==> config.mk <==
export PLATFORM = sky130hd
export DESIGN_NAME = sbd_spi_bridge
export DESIGN_NICKNAME = d
export VERILOG_FILES = /design/src/sbd_pkg.sv /design/src/sbd_mem_if.sv /design/src/sbd_reg_store.sv /design/src/sbd_spi_bridge.sv
export VERILOG_INCLUDE_DIRS = /design/src /design/src/src
export SDC_FILE = /design/constraint.sdc
export NUM_CORES = 1
export LEC_CHECK = 0
export BUFFER_PORTS_ARGS = -buffer_cell sky130_fd_sc_hd__buf_2
export CAP_MARGIN = 20
export CELL_PAD_IN_SITES_DETAIL_PLACEMENT = 0
export CELL_PAD_IN_SITES_GLOBAL_PLACEMENT = 1
export CORE_MARGIN = 8
export CORE_UTILIZATION = 45
export CTS_BUF_LIST = sky130_fd_sc_hd__clkbuf_2 sky130_fd_sc_hd__clkbuf_4 sky130_fd_sc_hd__clkbuf_8
export DETAILED_ROUTE_END_ITERATION = 8
export GPL_TIMING_DRIVEN = 0
export PLACE_DENSITY = 0.67
export SYNTH_ARGS = -nofsm -noshare
export SYNTH_HDL_FRONTEND = slang
export SYNTH_SLANG_ARGS = --single-unit
==> constraint.sdc <==
create_clock -name clk -period 2.9 [get_ports clk]
set_input_delay 0.725 -clock clk [delete_from_list [all_inputs] [get_ports clk]]
set_output_delay 0.725 -clock clk [all_outputs]
set_load 0.05 [all_outputs]
==> src/sbd_regs.svh <==
// Offsets, field positions, reset values and counts of the serial bridge.
// Assumes inclusion by bare name from the design files.
`ifndef SBD_REGS_SVH
`define SBD_REGS_SVH

// ---------------------------------------------------------------------------
// Widths and frame counts
// ---------------------------------------------------------------------------
`define SBD_ADDR_W 5
`define SBD_DATA_W 8
`define SBD_WR_CLOCKS 5'h10
`define SBD_CNT_SAT 5'h11

// ---------------------------------------------------------------------------
// Command byte fields
// ---------------------------------------------------------------------------
`define SBD_CMD_RW 7
`define SBD_CMD_AHI 6
`define SBD_CMD_ALO 2
`define SBD_CMD_BURST 1

// ---------------------------------------------------------------------------
// Register offsets and reset values
// ---------------------------------------------------------------------------
`define SBD_ADDR_IRQ 5'h01
`define SBD_ADDR_BRIDGE_EN 5'h06
`define SBD_ADDR_BRIDGE_ST 5'h0A
`define SBD_ADDR_PTR 5'h1F
`define SBD_RST_BRIDGE_EN 8'h00
`define SBD_RST_BRIDGE_ST 4'h0
`define SBD_RST_PTR `SBD_ADDR_IRQ

`endif

==> src/sbd_pkg.sv <==
// Types shared by the serial bridge modules.
// Assumes no other package defines the same names.
package sbd_pkg;

    // Phase of the serial frame.
    typedef enum logic [1:0] {
        PH_IDLE,
        PH_CMD,
        PH_DATA
    } sbd_phase_e;

endpackage

==> src/sbd_mem_if.sv <==
// Interface between the serial bridge and its register store.
// Assumes both ends run on the same clock.
`timescale 1ns/1ps
`default_nettype none
interface sbd_mem_if #(
    parameter int ADDR_W = 5,
    parameter int DATA_W = 8
);
    logic wr_en;                // One-cycle write strobe.
    logic [ADDR_W-1:0] wr_addr; // Write address.
    logic [DATA_W-1:0] wr_data; // Write data.
    logic [ADDR_W-1:0] rd_addr; // Read address, sampled every cycle.
    logic [DATA_W-1:0] rd_data; // Registered read data.

    modport ctrl (output wr_en, output wr_addr, output wr_data,
                  output rd_addr, input rd_data);
    modport store (input wr_en, input wr_addr, input wr_data,
                   input rd_addr, output rd_data);
endinterface
`default_nettype wire

==> src/sbd_reg_store.sv <==
// Generic register store of the serial bridge address space.
// Assumes one clock; read data appear one cycle after the address.
`timescale 1ns/1ps
`default_nettype none
module sbd_reg_store #(
    parameter int ADDR_W = 5,
    parameter int DATA_W = 8
) (
    input wire logic clk,
    input wire logic arst_n,
    sbd_mem_if.store bus
);
    // -----------------------------------------------------------------------
    // Storage
    // -----------------------------------------------------------------------
    // The array has no reset; software initialises what it uses.
    logic [DATA_W-1:0] mem_ff [2**ADDR_W];
    logic [DATA_W-1:0] rd_data_ff; // Registered read port.

    // Write port.
    always_ff @(posedge clk) begin
        if (bus.wr_en) begin
            mem_ff[bus.wr_addr] <= bus.wr_data;
        end
    end

    // Read port, registered so that timing does not depend on the array.
    always_ff @(posedge clk or negedge arst_n) begin
        if (!arst_n) begin
            rd_data_ff <= '0;
        end else begin
            rd_data_ff <= mem_ff[bus.rd_addr];
        end
    end

    assign bus.rd_data = rd_data_ff;
endmodule
`default_nettype wire

==> src/sbd_spi_bridge.sv <==
// Serial slave with half-bridge enable and status registers.
// Assumes pins are asynchronous and fault inputs are on clk.
`timescale 1ns/1ps
`default_nettype none
`include "sbd_regs.svh"
module sbd_spi_bridge
    import sbd_pkg::*;
#(
    parameter int ADDR_W = `SBD_ADDR_W,
    parameter int DATA_W = `SBD_DATA_W
) (
    input wire logic clk,
    input wire logic arst_n,
    input wire logic spi_clk,             // Serial clock pin.
    input wire logic select_low,          // Chip select pin.
    input wire logic mosi,                // Serial data in pin.
    output logic miso,                    // Serial data out.
    output logic miso_oe,                 // High while miso is driven.
    input wire logic [7:0] status_flags,  // Status byte sources.
    input wire logic [7:0] interrupt_status, // Interrupt register.
    input wire logic sleep_mode,          // Sleep or standby entry.
    input wire logic overtemp_evt,        // Over-temperature event.
    input wire logic supply_fault,        // Driver supply out of range.
    input wire logic [4:0] fault_active,  // Failure present.
    input wire logic [4:0] fault_flag,    // Its interrupt flag set.
    input wire logic [7:0] oc_detect,     // Per transistor, odd = high.
    input wire logic [3:0] open_short_flag, // Live diagnostic flags.
    output logic [3:0] high_fet_on,       // High-side gate drive.
    output logic [3:0] low_fet_on         // Low-side gate drive.
);
    // -----------------------------------------------------------------------
    // Parameter check
    // -----------------------------------------------------------------------
    // The command and register layout only fit these widths.
    if (ADDR_W != 5 || DATA_W != 8) begin : g_bad_width
        $error("sbd_spi_bridge supports only 5-bit address, 8-bit data");
    end

    // Pair the two transistor detectors of each driver.
    function automatic logic [3:0] drv_or(input logic [7:0] v);
        logic [3:0] r;
        r = '0;
        for (int i = 0; i < 4; i++) begin
            r[i] = v[2*i] | v[2*i+1];
        end
        return r;
    endfunction

    // -----------------------------------------------------------------------
    // Pin synchronisers
    // -----------------------------------------------------------------------
    logic [2:0] sclk_sync_ff; // Bit 0 first stage, bit 2 edge history.
    logic [2:0] cs_sync_ff;   // Same arrangement for chip select.
    logic [1:0] mosi_sync_ff; // Two stages for data in.

    // Idle levels are high for clock and select, so no false edge at reset.
    always_ff @(posedge clk or negedge arst_n) begin
        if (!arst_n) begin
            sclk_sync_ff <= 3'h7;
            cs_sync_ff <= 3'h7;
            mosi_sync_ff <= 2'h0;
        end else begin
            sclk_sync_ff <= {sclk_sync_ff[1:0], spi_clk};
            cs_sync_ff <= {cs_sync_ff[1:0], select_low};
            mosi_sync_ff <= {mosi_sync_ff[0], mosi};
        end
    end

    wire cs_act = ~cs_sync_ff[1];
    wire cs_fall = ~cs_sync_ff[1] & cs_sync_ff[2];
    wire cs_rise = cs_sync_ff[1] & ~cs_sync_ff[2];
    wire sclk_rise = cs_act & sclk_sync_ff[1] & ~sclk_sync_ff[2];
    wire sclk_fall = cs_act & ~sclk_sync_ff[1] & sclk_sync_ff[2];
    wire mosi_s = mosi_sync_ff[1];

    // -----------------------------------------------------------------------
    // Frame state
    // -----------------------------------------------------------------------
    sbd_phase_e phase_ff;      // Frame phase.
    logic [4:0] clk_cnt_ff;    // Saturating clock count of the frame.
    logic [2:0] bit_ff;        // Bit position within the byte.
    logic [7:0] rx_ff;         // Receive shifter.
    logic [7:0] cmd_ff;        // Latched command byte.
    logic [4:0] addr_ff;       // Address being read out.
    logic [7:0] tx_ff;         // Transmit shifter.
    logic [4:0] ptr_ff;        // Readback pointer.
    logic [7:0] en_ff;         // Bridge enable register.
    logic [3:0] oc_ff;         // Over-current flags.
    logic miso_ff;
    logic miso_oe_ff;
    logic [3:0] high_ff;
    logic [3:0] low_ff;

    wire [7:0] rx_next = {rx_ff[6:0], mosi_s};
    wire cmd_done = sclk_rise & (phase_ff == PH_CMD) & (bit_ff == 3'h7);
    wire byte_done = sclk_rise & (phase_ff == PH_DATA) & (bit_ff == 3'h7);
    wire is_read = cmd_ff[`SBD_CMD_RW];
    // Bursts only count on reads; the bit means nothing on a write.
    wire burst_rd = is_read & cmd_ff[`SBD_CMD_BURST];
    wire [4:0] cmd_addr = cmd_ff[`SBD_CMD_AHI:`SBD_CMD_ALO];
    wire [4:0] new_addr = rx_next[`SBD_CMD_AHI:`SBD_CMD_ALO];

    // A write commits only on select release after exactly 16 clocks.
    wire wr_ok = ~is_read & (clk_cnt_ff == `SBD_WR_CLOCKS);
    wire commit = cs_rise & (phase_ff != PH_IDLE) & wr_ok;

    // -----------------------------------------------------------------------
    // Address decode
    // -----------------------------------------------------------------------
    wire w_en = commit & (cmd_addr == `SBD_ADDR_BRIDGE_EN);
    wire w_st = commit & (cmd_addr == `SBD_ADDR_BRIDGE_ST);
    wire w_ptr = commit & (cmd_addr == `SBD_ADDR_PTR);
    wire w_irq = commit & (cmd_addr == `SBD_ADDR_IRQ);
    wire r_en = addr_ff == `SBD_ADDR_BRIDGE_EN;
    wire r_st = addr_ff == `SBD_ADDR_BRIDGE_ST;
    wire r_irq = addr_ff == `SBD_ADDR_IRQ;
    wire r_ptr = addr_ff == `SBD_ADDR_PTR;

    // -----------------------------------------------------------------------
    // Register store
    // -----------------------------------------------------------------------
    sbd_mem_if #(.ADDR_W(ADDR_W), .DATA_W(DATA_W)) mem ();

    // Addresses with dedicated logic never land in the store.
    assign mem.wr_en = commit & ~(w_en | w_st | w_ptr | w_irq);
    assign mem.wr_addr = cmd_addr;
    assign mem.wr_data = rx_ff;
    assign mem.rd_addr = addr_ff;

    sbd_reg_store #(.ADDR_W(ADDR_W), .DATA_W(DATA_W)) u_store (
        .clk(clk),
        .arst_n(arst_n),
        .bus(mem.store)
    );

    // -----------------------------------------------------------------------
    // Read data and status byte
    // -----------------------------------------------------------------------
    wire [7:0] status_val = {open_short_flag, oc_ff};
    wire [7:0] slave_status_byte = {status_flags[7:5], |oc_ff,
                      status_flags[3:0]};
    wire [7:0] rd_val = r_en ? en_ff :
                        r_st ? status_val :
                        r_irq ? interrupt_status :
                        r_ptr ? {3'h0, ptr_ff} : mem.rd_data;
    // Command byte carries the status byte, later bytes the read data.
    wire [7:0] tx_load = (phase_ff == PH_CMD) ? slave_status_byte : rd_val;

    // -----------------------------------------------------------------------
    // Frame sequencing
    // -----------------------------------------------------------------------
    // Select high parks everything; the falling edge restarts the frame.
    always_ff @(posedge clk or negedge arst_n) begin
        if (!arst_n) begin
            phase_ff <= PH_IDLE;
            clk_cnt_ff <= '0;
            bit_ff <= '0;
        end else if (!cs_act) begin
            phase_ff <= PH_IDLE;
        end else if (cs_fall) begin
            phase_ff <= PH_CMD;
            clk_cnt_ff <= '0;
            bit_ff <= '0;
        end else if (sclk_rise) begin
            bit_ff <= bit_ff + 3'h1;
            // Saturation past 16 marks an overlong write.
            if (clk_cnt_ff != `SBD_CNT_SAT) begin
                clk_cnt_ff <= clk_cnt_ff + 5'h1;
            end
            if (cmd_done) begin
                phase_ff <= PH_DATA;
            end
        end
    end

    // Receive shifter and command capture, sampled on rising edges.
    always_ff @(posedge clk or negedge arst_n) begin
        if (!arst_n) begin
            rx_ff <= '0;
            cmd_ff <= '0;
        end else if (sclk_rise) begin
            rx_ff <= rx_next;
            if (cmd_done) begin
                cmd_ff <= rx_next;
            end
        end
    end

    // Read address: command address on reads, pointer on writes.
    always_ff @(posedge clk or negedge arst_n) begin
        if (!arst_n) begin
            addr_ff <= '0;
        end else if (cmd_done) begin
            addr_ff <= rx_next[`SBD_CMD_RW] ? new_addr : ptr_ff;
        end else if (byte_done && burst_rd) begin
            addr_ff <= addr_ff + 5'h1;
        end
    end
    // Without burst addr_ff holds, so each byte repeats one register.

    // Transmit shifter; the store has several cycles to settle first.
    always_ff @(posedge clk or negedge arst_n) begin
        if (!arst_n) begin
            tx_ff <= '0;
            miso_ff <= 1'b0;
        end else if (sclk_fall && bit_ff == 3'h0) begin
            miso_ff <= tx_load[7];
            tx_ff <= {tx_load[6:0], 1'b0};
        end else if (sclk_fall) begin
            miso_ff <= tx_ff[7];
            tx_ff <= {tx_ff[6:0], 1'b0};
        end
    end

    // Drive miso only inside a frame.
    always_ff @(posedge clk or negedge arst_n) begin
        if (!arst_n) begin
            miso_oe_ff <= 1'b0;
        end else begin
            miso_oe_ff <= cs_act;
        end
    end

    // -----------------------------------------------------------------------
    // Bridge registers
    // -----------------------------------------------------------------------
    wire [3:0] oc_hit = drv_or(oc_detect);
    wire gate_all = supply_fault |
                    (|(fault_active & fault_flag));
    logic [7:0] nxt_en;
    logic [3:0] nxt_oc;
    logic [3:0] nxt_high;
    logic [3:0] nxt_low;

    // Safety clears win over any write in the same cycle.
    always_comb begin
        nxt_en = en_ff;
        if (w_en) begin
            nxt_en = rx_ff;
        end
        if (sleep_mode || overtemp_evt) begin
            nxt_en = `SBD_RST_BRIDGE_EN;
        end
    end

    // A new over-current event beats a clear in the same cycle.
    always_comb begin
        nxt_oc = oc_ff;
        if (w_st) begin
            nxt_oc = oc_ff & ~rx_ff[3:0];
        end
        nxt_oc = nxt_oc | oc_hit;
    end

    // Gate drive: one side only, no flag, no global fault.
    always_comb begin
        for (int i = 0; i < 4; i++) begin
            nxt_high[i] = en_ff[2*i+1] & ~en_ff[2*i]
                          & ~oc_ff[i] & ~gate_all;
            nxt_low[i] = en_ff[2*i] & ~en_ff[2*i+1]
                         & ~oc_ff[i] & ~gate_all;
        end
    end

    always_ff @(posedge clk or negedge arst_n) begin
        if (!arst_n) begin
            en_ff <= `SBD_RST_BRIDGE_EN;
            oc_ff <= `SBD_RST_BRIDGE_ST;
            ptr_ff <= `SBD_RST_PTR;
            high_ff <= '0;
            low_ff <= '0;
        end else begin
            en_ff <= nxt_en;
            oc_ff <= nxt_oc;
            if (w_ptr) begin
                ptr_ff <= rx_ff[4:0];
            end
            high_ff <= nxt_high;
            low_ff <= nxt_low;
        end
    end

    assign miso = miso_ff;
    assign miso_oe = miso_oe_ff;
    assign high_fet_on = high_ff;
    assign low_fet_on = low_ff;
endmodule
`default_nettype wire
# Yosys cells after proc, flatten, opt, wreduce, memory -nomap -nowiden

Memories as Yosys holds them, arrays and structs flattened. A register that Yosys moved wholly into a read port is not among the register bits.
Index checks and enable logic that the tools add are counted.

Register bits after elaboration: 74
Memories: 1
Output and inout port bits: 10
Memory bits (writable): 256

Memory list:

| name           | words | width | rd ports | clocked after memory_dff | write ports | RTL line            | text |
|---|---|---|---|---|---|---|---|
| u_store.mem_ff | 32    | 8     | 1        | 1                        | 1           | sbd_reg_store.sv:17 | `logic [DATA_W-1:0] mem_ff [2**ADDR_W];` |

Reductions and logical operators: 19
Bitwise gates (word level): 74
$add $sub $neg: 3
Muxes and demuxes: 26
Eq/ne operators: 13

Operators with widths:

| kind                | number |
|---|---|
| $mux 8              | 9 |
| $and 1x1->1         | 43 |
| $mux 5              | 6 |
| $not 1->1           | 19 |
| $eq 5x5->1 const B  | 3 |
| $reduce_bool 2->1   | 6 |
| $add 5x1->5 const B | 2 |
| $eq 5x1->1 const B  | 2 |
| $eq 5x3->1 const B  | 2 |
| $eq 5x4->1 const B  | 2 |
| $mux 2              | 4 |
| $or 1x1->1          | 8 |
| $mux 3              | 2 |
| $reduce_and 2->1    | 3 |
| $reduce_bool 3->1   | 2 |
| $and 5x5->5         | 1 |
| $ne 5x5->1 const B  | 1 |
| $reduce_or 5->1     | 1 |
| $and 4x4->4         | 1 |
| $mux 1              | 4 |
| $mux 4              | 1 |
| $not 4->4           | 1 |
| $or 4x4->4          | 1 |
| $reduce_or 4->1     | 1 |
| 9 further kinds     | 10 |

# Depth between registers and ports, before layout

Depth after elaboration: 12
Depth in mapped cells: 12
Gate-level depth less buffers: 8

# Cells and area by module

Synthesis repeated with hierarchy kept, for this count alone.

Cell total of the unflattened synthesis: 751
Area, all modules: 13699.4 um^2

Modules (own cells, without submodules):

| module         | area an instance (um^2) | instances | cells an instance | sequential area each (um^2) |
|---|---|---|---|---|
| sbd_reg_store  | 10093.4                 | 1         | 417               | 7887.6 |
| sbd_spi_bridge | 3606.0                  | 1         | 334               | 1810.5 |

# Worst setup path after synthesis

No wires, ideal clock.

Kind: flip-flop to flip-flop
From: reg addr_ff[2]
To: reg tx_ff[5]
Library setup time: 0.077 ns
Arrival: 2.201 ns
Period minus slack after synthesis: 2.278 ns
Stages on the path, launching flop included: 12
Path slack: 0.622 ns
Data required time: 2.823 ns
Path through: dfrtp_1 > clkbuf_2 > buf_6 > buf_2 > buf_1 > and3_1 > ha_1 > buf_1 > mux2i_1 > a211oi_1 > o22ai_1 > a21oi_1

Cells in the longest elaborated chain, start to end: 7
Elaborated cells on any way between the ends: 10
Classes of those cells: eq/ne (4); mux (6)

Ends and longest elaborated chain:

| item                        | RTL line              | text |
|---|---|---|
| start, declared             | sbd_spi_bridge.sv:84  | `logic [4:0] addr_ff;` |
| start signal, assigned      | sbd_spi_bridge.sv:194 | `` addr_ff <= rx_next[`SBD_CMD_RW] ? new_addr : ptr_ff; `` |
| start signal, assigned      | sbd_spi_bridge.sv:196 | `addr_ff <= addr_ff + 5'h1;` |
| $eq 5x5->1 (no source line) | --                    |  |
| $mux 8                      | sbd_spi_bridge.sv:145 | `r_ptr ? {3'h0, ptr_ff} : mem.rd_data;` |
| $mux 8                      | sbd_spi_bridge.sv:144 | `r_irq ? interrupt_status :` |
| $mux 8                      | sbd_spi_bridge.sv:143 | `r_st ? status_val :` |
| $mux 8 (*)                  | sbd_spi_bridge.sv:142 | `wire [7:0] rd_val = r_en ? en_ff :` |
| $mux 8 (*)                  | sbd_spi_bridge.sv:147 | `wire [7:0] tx_load = (phase_ff == PH_CMD) ? slave_status_byte : rd_val;` |
| $mux 8 (*)                  | sbd_spi_bridge.sv:206 | `end else if (sclk_fall && bit_ff == 3'h0) begin` |
| end signal, assigned        | sbd_spi_bridge.sv:208 | `tx_ff <= {tx_load[6:0], 1'b0};` |
| end signal, assigned        | sbd_spi_bridge.sv:211 | `tx_ff <= {tx_ff[6:0], 1'b0};` |
| end, declared               | sbd_spi_bridge.sv:85  | `logic [7:0] tx_ff;` |

Mark *: on every way between the ends. The rest lies on a longest branch, timed or not.
A chain may end at the register's enable or synchronous reset.

# Final worst setup path

From: reg cs_sync_ff[1]
To: mem u_store.mem_ff[4][1] (enable)

Cells in the longest elaborated chain, start to end: 11
Elaborated cells on any way between the ends: 14
Classes of those cells: mux (2); bitwise (12)

Ends and longest elaborated chain:

| item                             | RTL line                                     | text |
|---|---|---|
| start, declared                  | sbd_spi_bridge.sv:53                         | `logic [2:0] cs_sync_ff;` |
| start signal, assigned           | sbd_spi_bridge.sv:64                         | `cs_sync_ff <= {cs_sync_ff[1:0], select_low};` |
| $and 1x1->1 (*)                  | sbd_spi_bridge.sv:71                         | `wire cs_rise = cs_sync_ff[1] & ~cs_sync_ff[2];` |
| $and 1x1->1 (*) (2 in series)    | sbd_spi_bridge.sv:105                        | `wire commit = cs_rise & (phase_ff != PH_IDLE) & wr_ok;` |
| $and 1x1->1 (on tied branches)   | sbd_spi_bridge.sv:110, sbd_spi_bridge.sv:111 |  |
| $or 1x1->1 (3 in series)         | sbd_spi_bridge.sv:125                        | `assign mem.wr_en = commit & ~(w_en \| w_st \| w_ptr \| w_irq);` |
| $not 1->1                        | sbd_spi_bridge.sv:125                        |  |
| $and 1x1->1 (*)                  | sbd_spi_bridge.sv:125                        |  |
| $mux 1 (*)                       | sbd_reg_store.sv:22                          | `if (bus.wr_en) begin` |
| $mux 1 (not written as such) (*) | sbd_reg_store.sv:23                          | `mem_ff[bus.wr_addr] <= bus.wr_data;` |
| end, declared                    | sbd_reg_store.sv:17                          |  |

Marked as above.

==> flow_summary.ini <==
[run_status]
status = complete, no violations

[worst_setup_path]
critical_path.max_fanout = 8
crit_end = u_store.mem_ff[4][1]$_DFFE_PP_
crit_start = cs_sync_ff[1]$_DFF_PN1_
cp-start-kind = register
r2r_end = u_store.mem_ff[4][1]$_DFFE_PP_
arrival_ns = 3.03
reg2reg_depth = 6
worstPathCellList = buf_4 -> and4bb_4 -> o211ai_1 -> or3_1 -> clkbuf_1 -> nor2_1
slowest_delay_ns = 0.73
timing_worst_setup_path_type = register to register
worstSetupEndpointType = register
rrSetupSlack_ns = 0.07
r2r_start = cs_sync_ff[1]$_DFF_PN1_
cp.required_ns = 3.10
crit_path_top_delay_cell = nor2_1

[power]
power.density_nw_per_um2 = 640
p_leak_uw = 0.00565
peakVddDrop_uv = 368
p_total_uw = 10300

[drt]
drt_pass1_iterations = 5
drcViolationCount = 0
vias = 8156
antenna_left = 0
routed_wirelength_mm = 35.8
initialDrtViolationCount = 637
wire_per_inst_microns = 24.6
via_per_inst = 5.61

[final_layout]
diodes = 0
seq_area_sq_um = 9700
fin_nets = 1074
nFillCells = 2557
drive_above_1_share_pct = 24.8
final_cell_mix = edfxtp_1 (256), buf_2 (69), mux2i_1 (69), dfrtp_1 (69), nor2_1 (67)
area_growth_pct = 15.5
final_common_cell = edfxtp_1
multi_input_area_sq_um = 4020

[placed_design]
io_buffer_count = 54
hpwlAfterDp_mm = 24.2
gp_congestion = 0.867

[sta]
setup-tns-final_ns = 0
setup_violations = 0
fin_crit_ns = 2.83
post-route-period-util_pct = 97.6
slew_headroom_pct = 31.1
tightest_slew_ns = 1.03
fmax_ghz = 0.353
timing_hold_violations_final = 0
whs_ns = 0.246
fin_skew_ns = 0.0277
rsz0062_at_grt = true
slew_violations = 0

[floorplan]
die_h_microns = 192
rows = 64
die_w_microns = 192
core_area_sq_um = 30500
die_area_sq_um = 36900
initial_core_util_pct = 45.7
io_pins = 56

[grt]
grt_pass1_wl_mm = 53.7
antenna_found_initial = 0
grt_remaining_overflow = 0
grt_pass1_vias = 8337
grt_util_all_layers_pct = 19.7
grt_max_degree = 66

[cts]
clock-sinks = 336
clk_pin_slew_ns = 0.05
clk_latency_ns = 0.60
numCtsBuffers = 56
cts_max_level = 2
cts_tree = done
ctsRootBufferMaster = clkbuf_8
clockBufferDepth = 3

[yosys]
async_flop_share_pct = 23.8
synth_area_per_cell_sq_um = 16.0
syn_inst = 871
synth_ff_type = edfxtp_1
yosys_warnings = 0
syn_area_sq_um = 13900
synth-edff-count = 256
ys_types = 69
synth_seq_cells = 336
synth-seq-area-share_pct = 69.6

[flow_run]
drv_cap = 0

[hold_path]
hold_path.class = input port to register
cell type report:
type / count / area share [%]
repair buffers: 61 / 2.68
inverters: 9 / 0.210
multi-input cells: 509 / 24.9
clock inverters: 11 / 0.326
plain buffers: 45 / 1.99
flip-flops and latches: 336 / 60.3
well taps: 396 / 3.08
clock buffers: 87 / 6.50
routing by layer:
metal / up-vias / global-route usage, % / part of all wire, %
met5: - / 0 / 0
met4: 0 / 4.96 / 1.9
met3: 64 / 3.30 / 5.1
met2: 231 / 30.1 / 46
met1: 4176 / 29.0 / 47
li1: 3685 / - / -
what timing repair did:
action	4_1_cts	5_1_grt
resized for setup	2	7
setup buffers	0	0
hold buffers	1	0
setup endpoints to repair	24	45
hold endpoints to repair	15	0
synth_stat cells (4+ instances only):
cell type  number  area, sq um
nor4b_1         9         78.8
inv_1           8         30.0
o21ai_0         9         45.0
dfstp_2         7          184
nand4_1         5         31.3
a22oi_1        16          120
nor3_1         16         80.1
o22a_1          4         35.0
o22ai_1        23          144
edfxtp_1      256         7690
a21oi_1        23          115
mux4_2         22          495
mux4_1         10          263
nand3b_1        9         67.6
buf_6           8         90.1
a211oi_1        9         67.6
nand2b_1        5         31.3
a221oi_1        4         35.0
dfrtp_1        73         1830
clkbuf_1       11         41.3
mux2_2         24          270
nand3_1        12         60.1
nor2b_1         8         50.1
ha_1           10          125
a22o_1          8         70.1
nor2_1         73          274
buf_4           4         30.0
buf_1           4         15.0
nand2_1        47          176
o221ai_1        5         43.8
mux2i_1        69          691
a31oi_1         7         43.8
a211o_1         4         35.0
buf_2          16         80.1
state kept, by name (all words and copies together), names as in the netlist:
name	flops
sclk_sync_ff	3
low_fet_on	4
tx_ff	7
phase_ff	2
mosi_sync_ff	2
en_ff	8
u_store.mem_ff	256
bit_ff	3
ptr_ff	5
high_fet_on	4
cs_sync_ff	3
u_store.bus.rd_data	8
addr_ff	5
miso	1
mem.wr_data	8
oc_ff	4
clk_cnt_ff	5
miso_oe	1
cmd_ff	7
worst min path at each step:
stage / startpoint / to / slack [ns] / depth (start not counted)
after global placement: mosi_sync_ff[0]$_DFF_PN0_ / mosi_sync_ff[1]$_DFF_PN0_ / 0.34 / 0
after global routing: spi_clk / sclk_sync_ff[0]$_DFF_PN1_ / 0.22 / 1
after floorplan: mosi_sync_ff[0]$_DFF_PN0_ / mosi_sync_ff[1]$_DFF_PN0_ / 0.33 / 0
final: spi_clk / sclk_sync_ff[0]$_DFF_PN1_ / 0.25 / 1
after detailed placement: sclk_sync_ff[0]$_DFF_PN1_ / sclk_sync_ff[1]$_DFF_PN1_ / 0.35 / 0
after CTS: spi_clk / sclk_sync_ff[0]$_DFF_PN1_ / 0.21 / 1
critical path: cells and delay by family (launching register included):
family,cells,cell delay (ns)
AND/OR/NAND/NOR,3,1.32
AO/OA/AOI/OAI,1,0.11
flip-flops,1,0.55
buffers and inverters,2,0.47
cell families after synthesis:
kind of cell    share of synthesized area (%)
mux                                      12.3
simple gates                             7.62
other cells                            0.0269
compound gates                           6.61
flops                                    69.6
fa+ha+maj                               0.898
buf+inv                                  2.62
xor+xnor                                0.314
stage by stage:
step | setup WS [ns] | utilization, % | instance area (sq um) | cells
after floorplan | 0.622 | - | 14100 | 902
after global placement | -0.0806 | 48.6 | 14800 | 1352
after detailed placement | -0.130 | 49.1 | 15000 | 1358
after CTS | -0.00896 | 52.7 | 16100 | 1455
after global routing | -0.0381 | 52.8 | 16100 | 1454
final | 0.0699 | 52.8 | 16100 | 1454
report_power, final:
group / internal [uW] / switching (uW)
sequential: 5520 / 313
combinational: 166 / 227
clock: 2270 / 1800
total: 7960 / 2340
Note: power is estimated with default switching activity, not from simulation.
